<file path="src/hw/bcvd_pkg.sv">
// constants and types for the boot configuration vector decoder
// How it works
// - latch vector at cold reset, expose it
// - bits 3:0 pick the PLL factor
// - bus clock is half pipeline clock
// - bit 6 picks little or big endian
// - bit 7 normal reset, 4000-cycle reset output
// - internal source with bit 7 clear waits 18-bit counter expiry
// - bits 10:8 pick the PCI mode
// - PCI enable resets one for satellite modes
// - bit 11 set disables the watchdog
package bcvd_pkg;
    localparam int          VEC_W          = 16;
    localparam int          PLL_LSB        = 0;
    localparam int          PLL_W          = 4;
    localparam int          XDIV_LSB       = 4;
    localparam int          XDIV_W         = 2;
    localparam int          ENDIAN_BIT     = 6;
    localparam int          RMODE_BIT      = 7;
    localparam int          PCI_LSB        = 8;
    localparam int          PCI_W          = 3;
    localparam int          WDOG_BIT       = 11;
    localparam logic [15:0] VEC_RESET      = 16'h0000;
    localparam int          RST_OUT_CYCLES = 4000;
    localparam int          STAB_CNT_W     = 18;
    localparam int          DIV_CNT_W      = 3;

    typedef enum logic [1:0] {
        BCVD_IDLE   = 2'b00,
        BCVD_STAB   = 2'b01,
        BCVD_RSTOUT = 2'b10,
        BCVD_RUN    = 2'b11
    } bcvd_state_t;

    // pll factor in whole multiples; 0 means bypass, 15 reserved
    typedef enum logic [3:0] {
        BCVD_PLL_BYPASS = 4'h0,
        BCVD_PLL_X3     = 4'h3,
        BCVD_PLL_X4     = 4'h4,
        BCVD_PLL_X6     = 4'h6,
        BCVD_PLL_X8     = 4'h8,
        BCVD_PLL_X10    = 4'ha,
        BCVD_PLL_RSVD   = 4'hf
    } bcvd_pll_t;
endpackage

</file>
<file path="src/hw/bcvd_clkdiv.sv">
// divider from internal bus clock enable to the external clock output
`timescale 1ns/1ps
module bcvd_clkdiv (
    // clock, reset, enable
    input  wire logic                           clk,
    input  wire logic                           rst,
    input  wire logic                           ce,
    // control
    input  wire logic                           run,
    input  wire logic [bcvd_pkg::XDIV_W-1:0]    div_code,
    // output
    output logic                                bus_clk,
    output logic                                ext_clk
);
    import bcvd_pkg::*;

    typedef struct packed {
        logic                 bus;
        logic [DIV_CNT_W-1:0] cnt;
        logic                 ext;
    } bcvd_div_t;

    bcvd_div_t s_reg;
    bcvd_div_t s_next;

    always_comb begin
        s_next = s_reg;
        if (run) begin
            s_next.bus = ~s_reg.bus;
            // divide by 1 follows the bus clock; 2 toggles on its rising edges, 4 counts them in cnt
            unique case (div_code)
                2'h0: s_next.ext = ~s_reg.ext;
                2'h1: begin
                    if (!s_reg.bus) s_next.ext = ~s_reg.ext;
                end
                2'h2: begin
                    if (!s_reg.bus) begin
                        s_next.cnt = s_reg.cnt + 3'h1;
                        if (s_reg.cnt[0]) s_next.ext = ~s_reg.ext;
                    end
                end
                // reserved code: output parked low
                2'h3: s_next.ext = 1'b0;
            endcase
        end else begin
            s_next = '0;
        end
    end

    always_ff @(posedge clk) begin
        if (rst) begin
            s_reg <= '0;
        end else if (ce) begin
            s_reg <= s_next;
        end
    end

    assign bus_clk = s_reg.bus;
    assign ext_clk = s_reg.ext;
endmodule

</file>
<file path="src/hw/bcvd_top.sv">
// boot configuration vector capture and decode
`timescale 1ns/1ps
module bcvd_top #(
    parameter int RST_OUT_CYCLES = bcvd_pkg::RST_OUT_CYCLES,
    parameter int STAB_CNT_W     = bcvd_pkg::STAB_CNT_W
) (
    // clock, cold reset, enable
    input  wire logic                          clk,
    input  wire logic                          rst,
    input  wire logic                          ce,
    // vector source
    input  wire logic [bcvd_pkg::VEC_W-1:0]    memory_address_bus,
    input  wire logic                          internal_vec_sel,
    input  wire logic [bcvd_pkg::VEC_W-1:0]    internal_vec,
    // boot vector readback
    output logic [bcvd_pkg::VEC_W-1:0]         boot_vector_register,
    // decoded settings
    output logic [bcvd_pkg::PLL_W-1:0]         pll_factor,
    output logic                               pll_bypass,
    output logic                               pll_reserved,
    output logic [bcvd_pkg::XDIV_W-1:0]        ext_div_code,
    output logic                               big_endian,
    output logic                               reset_mode_reserved,
    output logic [bcvd_pkg::PCI_W-1:0]         pci_mode,
    output logic                               pci_mode_reserved,
    output logic                               pci_en_init,
    output logic                               watchdog_disable,
    // clocks, reset output and done flag
    output logic                               internal_bus_clock,
    output logic                               external_clock_output,
    output logic                               reset_output_pin_n,
    output logic                               config_done
);
    import bcvd_pkg::*;

    localparam int RCNT_W = $clog2(RST_OUT_CYCLES + 1);

    typedef struct packed {
        logic [VEC_W-1:0]      sync1;
        logic [VEC_W-1:0]      sync2;
        logic [VEC_W-1:0]      vec;
        bcvd_state_t           st;
        logic [STAB_CNT_W-1:0] stab;
        logic [RCNT_W-1:0]     rcnt;
        logic                  rst_out_n;
        logic [PLL_W-1:0]      pll;
        logic                  pll_byp;
        logic                  pll_rsv;
        logic                  pci_en;
        logic                  pci_rsv;
    } bcvd_top_t;

    bcvd_top_t s_reg;
    bcvd_top_t s_next;

    function automatic logic [PLL_W-1:0] pll_decode(input logic [PLL_W-1:0] code);
        unique case (code)
            4'h0:    pll_decode = BCVD_PLL_BYPASS;
            4'h1:    pll_decode = BCVD_PLL_X3;
            4'h2:    pll_decode = BCVD_PLL_X4;
            4'h6:    pll_decode = BCVD_PLL_X6;
            4'h7:    pll_decode = BCVD_PLL_X8;
            4'h8:    pll_decode = BCVD_PLL_X10;
            default: pll_decode = BCVD_PLL_RSVD;
        endcase
    endfunction

    // only the two satellite codes come out of reset enabled
    function automatic logic pci_en_decode(input logic [PCI_W-1:0] mode);
        unique case (mode)
            3'h1:    pci_en_decode = 1'b1;
            3'h2:    pci_en_decode = 1'b1;
            default: pci_en_decode = 1'b0;
        endcase
    endfunction

    function automatic logic pci_rsvd_decode(input logic [PCI_W-1:0] mode);
        pci_rsvd_decode = (mode > 3'h5);
    endfunction

    // reserved reset mode skips the wait and keeps the normal reset length
    function automatic logic needs_stab(input logic sel, input logic [VEC_W-1:0] v);
        needs_stab = sel && !v[RMODE_BIT];
    endfunction

    always_comb begin
        s_next = s_reg;
        // pins come from the board: two stages before use
        s_next.sync1 = memory_address_bus;
        s_next.sync2 = s_reg.sync1;
        unique case (s_reg.st)
            BCVD_IDLE: begin
                // first clocked cycle after cold reset release
                s_next.vec = internal_vec_sel ? internal_vec : s_reg.sync2;
                s_next.pll     = pll_decode(s_next.vec[PLL_LSB +: PLL_W]);
                s_next.pll_byp = (s_next.pll == BCVD_PLL_BYPASS);
                s_next.pll_rsv = (s_next.pll == BCVD_PLL_RSVD);
                s_next.pci_en  = pci_en_decode(s_next.vec[PCI_LSB +: PCI_W]);
                s_next.pci_rsv = pci_rsvd_decode(s_next.vec[PCI_LSB +: PCI_W]);
                if (needs_stab(internal_vec_sel, s_next.vec)) begin
                    s_next.st = BCVD_STAB;
                end else begin
                    s_next.st = BCVD_RSTOUT;
                end
                s_next.stab = '0;
                s_next.rcnt = '0;
            end
            BCVD_STAB: begin
                s_next.stab = s_reg.stab + 1'b1;
                if (&s_reg.stab) s_next.st = BCVD_RSTOUT;
            end
            BCVD_RSTOUT: begin
                // held low a full count so the board sees the minimum
                s_next.rcnt = s_reg.rcnt + 1'b1;
                if (s_reg.rcnt == RCNT_W'(RST_OUT_CYCLES - 1)) begin
                    s_next.st        = BCVD_RUN;
                    s_next.rst_out_n = 1'b1;
                end
            end
            BCVD_RUN: begin
                s_next.st = BCVD_RUN;
            end
        endcase
    end

    // only cold reset reaches here; warm resets are outside this block
    always_ff @(posedge clk) begin
        if (rst) begin
            // synchroniser runs through reset so the straps are settled at release
            s_reg.sync1     <= s_next.sync1;
            s_reg.sync2     <= s_next.sync2;
            s_reg.vec       <= VEC_RESET;
            s_reg.st        <= BCVD_IDLE;
            s_reg.stab      <= '0;
            s_reg.rcnt      <= '0;
            s_reg.rst_out_n <= 1'b0;
            s_reg.pll       <= BCVD_PLL_BYPASS;
            s_reg.pll_byp   <= 1'b1;
            s_reg.pll_rsv   <= 1'b0;
            s_reg.pci_en    <= 1'b0;
            s_reg.pci_rsv   <= 1'b0;
        end else if (ce) begin
            s_reg <= s_next;
        end
    end

    bcvd_clkdiv u_div (
        .clk      (clk),
        .rst      (rst),
        .ce       (ce),
        .run      (s_reg.st == BCVD_RUN),
        .div_code (s_reg.vec[XDIV_LSB +: XDIV_W]),
        .bus_clk  (internal_bus_clock),
        .ext_clk  (external_clock_output)
    );

    assign boot_vector_register = s_reg.vec;
    assign pll_factor           = s_reg.pll;
    assign pll_bypass           = s_reg.pll_byp;
    assign pll_reserved         = s_reg.pll_rsv;
    assign ext_div_code         = s_reg.vec[XDIV_LSB +: XDIV_W];
    assign big_endian           = s_reg.vec[ENDIAN_BIT];
    assign reset_mode_reserved  = s_reg.vec[RMODE_BIT];
    assign pci_mode             = s_reg.vec[PCI_LSB +: PCI_W];
    assign pci_mode_reserved    = s_reg.pci_rsv;
    assign pci_en_init          = s_reg.pci_en;
    assign watchdog_disable     = s_reg.vec[WDOG_BIT];
    assign reset_output_pin_n   = s_reg.rst_out_n;
    assign config_done          = (s_reg.st == BCVD_RUN);
endmodule

</file>
<file path="config.mk">
export PLATFORM = sky130hd
export DESIGN_NAME = bcvd_top
export DESIGN_NICKNAME = d
export VERILOG_FILES = /design/src/hw/bcvd_pkg.sv /design/src/hw/bcvd_clkdiv.sv /design/src/hw/bcvd_top.sv
export SDC_FILE = /design/constraint.sdc
export NUM_CORES = 1
export LEC_CHECK = 0
export ABC_AREA = 1
export BUFFER_PORTS_ARGS = -buffer_cell sky130_fd_sc_hd__buf_2
export CAP_MARGIN = 25
export CORE_UTILIZATION = 45
export CTS_BUF_LIST = sky130_fd_sc_hd__clkbuf_8
export CTS_CLUSTER_SIZE = 20
export DETAILED_ROUTE_END_ITERATION = 10
export PLACE_DENSITY = 0.62
export REMOVE_ABC_BUFFERS = 1
export SKIP_CTS_REPAIR_TIMING = 1
export SLEW_MARGIN = 20
export SYNTH_ARGS = -nofsm -noshare
export SYNTH_HDL_FRONTEND = slang
export SYNTH_HIERARCHICAL = 1
export SYNTH_SLANG_ARGS = --single-unit
</file>
<file path="constraint.sdc">
create_clock -name clk -period 3.6 [get_ports clk]
set_input_delay 0.54 -clock clk [delete_from_list [all_inputs] [get_ports clk]]
set_output_delay 0.54 -clock clk [all_outputs]
set_load 0.1 [all_outputs]
</file>
== After elaboration in Yosys (flattened, before gate mapping) ==
Cells that the tools add are included.

* Logic and storage cells: 83
* Input bits: 36
* Output and inout port bits: 36
* Register bits: 94

* Order comparisons: 1
* Equality and inequality tests: 22
* Add/sub/neg operators: 3
* Reduce and logical (&&, ||, !) cells: 18
* Bitwise logic cells: 2
* Muxes and demuxes: 22

{| class="wikitable"
|+ Operator list
! operator !! count
|-
| $mux W89 || 2
|-
| $pmux W18 S2 || 1
|-
| $mux W16 || 2
|-
| $pmux W12 S2 || 1
|-
| $pmux W4 S6 || 1
|-
| $add A18 B1 Y18 const B || 1
|-
| $reduce_and A18 Y1 || 1
|-
| $add A12 B1 Y12 const B || 1
|-
| $eq A12 B12 Y1 const B || 1
|-
| $reduce_and A3 Y1 || 3
|-
| $eq A2 B2 Y1 const B || 4
|-
| $eq A4 B3 Y1 const B || 2
|-
| $eq A4 B4 Y1 const B || 2
|-
| $logic_not A4 Y1 || 2
|-
| $mux W4 || 2
|-
| $mux W8 || 1
|-
| $pmux W2 S4 || 1
|-
| $mux W2 || 3
|-
| $ne A2 B2 Y1 const B || 3
|-
| $ne A3 B3 Y1 const B || 2
|-
| $reduce_and A2 Y1 || 3
|-
| $reduce_bool A2 Y1 || 3
|-
| $mux W1 || 5
|-
| $mux W5 || 1
|-
| other kinds (17) || 20
|}

== Depth between registers and ports, before layout ==
* Word-level depth: 8
* Gate-level depth with buffers: 12

== Cells and area by module ==
Netlist, hierarchy kept.

{| class="wikitable"
|+ By module, submodules not included
! module !! cells an instance !! area an instance (um^2) !! instances !! seq. area each (um^2)
|-
| bcvd_top || 521 || 4235.3 || 1 || 2102.0
|-
| bcvd_clkdiv || 30 || 203.9 || 1 || 60.1
|}

== Least setup slack after synthesis ==
No wires, ideal clock.

* Path kind: input-to-reg
* Start point: input rst
* End point: register s_reg, in the netlist s_next[57] (enable)
* Path buffers: 2
* Data arrival time: 1.684 ns
* Path slack: 1.514 ns
* Stages: 4
* Setup time: 0.402 ns
* Data required time: 3.198 ns
* Cell sequence: buf_2 -> nor2_1 -> clkbuf_1 -> inv_1

* Word-level cells in the longest chain between the ends: 1

{| class="wikitable"
|+ Ends and longest elaborated chain
! element !! line !! RTL
|-
| from (decl) || bcvd_top.sv:9 || <nowiki>input wire logic rst,</nowiki>
|-
| $reduce_bool A2 Y1 (no line) || -- ||
|-
| to (signal assigned) || bcvd_top.sv:143 || <nowiki>s_reg <= s_next;</nowiki>
|-
| to (decl) || bcvd_top.sv:53 || <nowiki>bcvd_top_t s_reg;</nowiki>
|}

Every way passes these cells.
A chain may end at the register's enable or synchronous reset.

== Worst setup path after layout ==
* Start point: register s_reg[39] (netlist bit)
* End point: output config_done

* Word-level cells in the longest chain between the ends: 1

{| class="wikitable"
|+ Ends and longest elaborated chain
! element !! line !! RTL
|-
| $eq A2 B2 Y1 || bcvd_top.sv:169 || <nowiki>assign config_done = (s_reg.st == BCVD_RUN);</nowiki>
|-
| to (decl) || bcvd_top.sv:32 || <nowiki>output logic config_done</nowiki>
|}

Every way passes these cells.

==> results.json <==
{
  "status": "complete, no violations",
  "drc_errors": 0,
  "synth_top_family_by_area": "simple AND/OR/NAND/NOR gates",
  "clock_skew_ps": 9.730,
  "layout_setup_ws_ps": 1490,
  "hold_path_class": "flop to flop",
  "final_cell_area_um2": 4928,
  "fin_crit_sh_pct": 58.60,
  "yosysWarnings": 6,
  "dieWidth_um": 101.3,
  "grt_pass1_vias": 3302,
  "slew_violations": 0,
  "core_um2": 9415,
  "crit_path_max_fanout": 7,
  "setup_violations": 0,
  "cts_max_level": 3,
  "wl_per_cell_um": 11.04,
  "synthTopCellsByArea": "dfxtp_1 (27%), edfxtp_1 (22%), nand2_1 (10%)",
  "cp.arrival_ps": 1570,
  "gp_congestion": 0.8531,
  "cts_made_buffers": 9,
  "synth_seq_area_share_pct": 48.70,
  "root_buffer": "clkbuf_8",
  "worst_skew_pair.late_latency_ps": 360,
  "synth_fa_ha_area_share_pct": 0.5637,
  "dp_hpwl_mm": 6.086,
  "placed_cell_area_um2": 4711,
  "irDropWorstVdd_mv": 0.2547,
  "tns_ps": 0,
  "syn_avg_cell_area_um2": 8.057,
  "antenna_found_initial": 0,
  "place_worst_setup_slack_ps": 1538,
  "synth_seq_cells": 92,
  "ioPinCount": 72,
  "synth_simple_gate_area_share_pct": 26.01,
  "grt_pass1_wl_mm": 14.21,
  "drive_gt1_share_pct": 21.98,
  "final_hold_viol_count": 0,
  "p_leak_nw": 2.283,
  "largest_register_ff_count": 48,
  "cts_sinks": 92,
  "cts_tree": "yes",
  "p_per_area_nw_per_um2": 481.6,
  "drtAntennaViolNets": 0,
  "synth_compound_area_share_pct": 8.991,
  "netlist_instances": 551,
  "worst_pin_slew_ps": 494.6,
  "min_period_ps": 2110,
  "rsz0062_at_grt": "false",
  "max-cap-violations": 0,
  "grt_max_degree": 34,
  "initial_core_util_pct": 47.15,
  "critPathKind": "flop to output pin",
  "yosys.area.top_type_share_pct": 27.06,
  "track_usage_pct": 17.80,
  "rows": 35,
  "cp-start-kind": "flop",
  "die_y_um": 101.3,
  "clkTransAtPathRegs_ps": 90,
  "end_kind": "output pin",
  "finalWirelength_mm": 8.102,
  "nets": 638,
  "netlist_area_um2": 4439,
  "rrSetupSlack_ps": 1790,
  "num_antenna_cells": 0,
  "die-area_um2": 10270,
  "portBuffers": 71,
  "drt_iter0_markers": 68,
  "required_ps": 3060,
  "relSlewSlack_pct": 67.25,
  "first_pass_iters": 4,
  "max-clock-path-buffers": 2,
  "grt-ovfl-total": 0,
  "max_freq_mhz": 474.0,
  "areaGrowthSynthToFinish_pct": 11.02,
  "viasPerCell": 4.593,
  "synth-xor-area-share_pct": 0,
  "synth.mux.area_fraction_pct": 2.029,
  "synth_top_cell_by_area": "dfxtp_1",
  "yosys.cell_types.count": 38,
  "vias": 3371
}
-- cells in the mapped netlist, drive strengths merged --
master and count:
o21bai 1, nand3b 3, a32o 1, clkinv 1, o21a 2, buf 33
ha 2, o41ai 1, a211oi 1, a22o 1, nor3 9, a21oi 27
mux2i 9, nor4 1, nand2 129, edfxtp 32, dfxtp 60, nor3b 2
inv 89, clkbuf 3, o21ai 30, nand4 6, nor2 89, nand3 18
o211ai 1
-- path summary, 6_finish.rpt --
kind | to | cells after the start | from
max | config_done | 3 | s_reg[39]
min | s_reg[35] | 2 | s_reg[35]
max reg2reg | s_reg[30] | 7 | s_reg[40]
min reg2reg | s_reg[35] | 2 | s_reg[35]
-- routing by layer --
| metal | wire length (um) | up-vias | global-route usage, % |
|---|---|---|---|
| li1 | - | 1803 | - |
| met1 | 3736 | 1498 | 21.24 |
| met2 | 3953 | 59 | 30.51 |
| met3 | 292 | 11 | 4.900 |
| met4 | 120 | 0 | 6.912 |
| met5 | 0 | - | 0 |
-- cell usage in the layout (no fill, tap or decap), types with 2 or more instances in the layout --
| cell type | count |
|---|---|
| inv_8 | 2 |
| nor2_4 | 8 |
| nand3_1 | 16 |
| mux2i_1 | 9 |
| o21ai_2 | 13 |
| inv_2 | 8 |
| clkbuf_8 | 9 |
| o21ai_1 | 2 |
| o21ai_0 | 15 |
| nor2_1 | 79 |
| buf_4 | 3 |
| nand4_1 | 6 |
| nand3b_1 | 2 |
| nand3_2 | 2 |
| nor3_1 | 6 |
| nand2_1 | 123 |
| nor3_2 | 3 |
| a21oi_1 | 27 |
| inv_1 | 81 |
| o21a_1 | 2 |
| nor2_2 | 2 |
| ha_1 | 2 |
| edfxtp_1 | 32 |
| nor3b_1 | 2 |
| dfxtp_1 | 60 |
| nand2_2 | 5 |
| buf_2 | 71 |
-- power breakdown --
part | switching [W] | leakage [nW] | internal [W]
registers | 0.0000319 | 0.826 | 0.00114
clock network | 0.000395 | 0.107 | 0.000340
logic | 0.000372 | 1.35 | 0.0000909
total | 0.000799 | 2.28 | 0.00157
-- through the flow --
| step | util (%) | total power [W] | instances | hold slack, ps |
|---|---|---|---|---|
| 2_1_floorplan | - | 0.001566 | 515 | 422.1 |
| 3_3_place_gp | 50.03 | 0.001661 | 718 | 439.1 |
| 3_5_place_dp | 50.03 | 0.001667 | 718 | 440.3 |
| 4_1_cts | 52.35 | 0.002403 | 734 | 444.4 |
| 5_1_grt | 52.35 | 0.002484 | 734 | 455.5 |
| 6_report | 52.35 | 0.002374 | 734 | 455.0 |
-- final cells by class --
type	count	area [um2]
Clock inverter	7	93.84
Tap cell	129	161.4
Multi-Input combinational cell	333	1672
Inverter	90	337.8
Timing Repair Buffer	74	377.9
Sequential cell	92	2162
Fill cell	925	4487
Clock buffer	9	123.9
-- critical path, stage by stage (launching register included) --
cell	delay [ps]
dfxtp_1	510
nand2_1	80
inv_1	160
buf_2	460
-- logic make-up after synthesis --
family,Yosys count
and+or+nand+nor,257
adders and majority gates,2
AOI/OAI and AO/OA,65
DFF,92
buffers and inverters,126
muxes,9
Power figures use the tool's default switching activity.
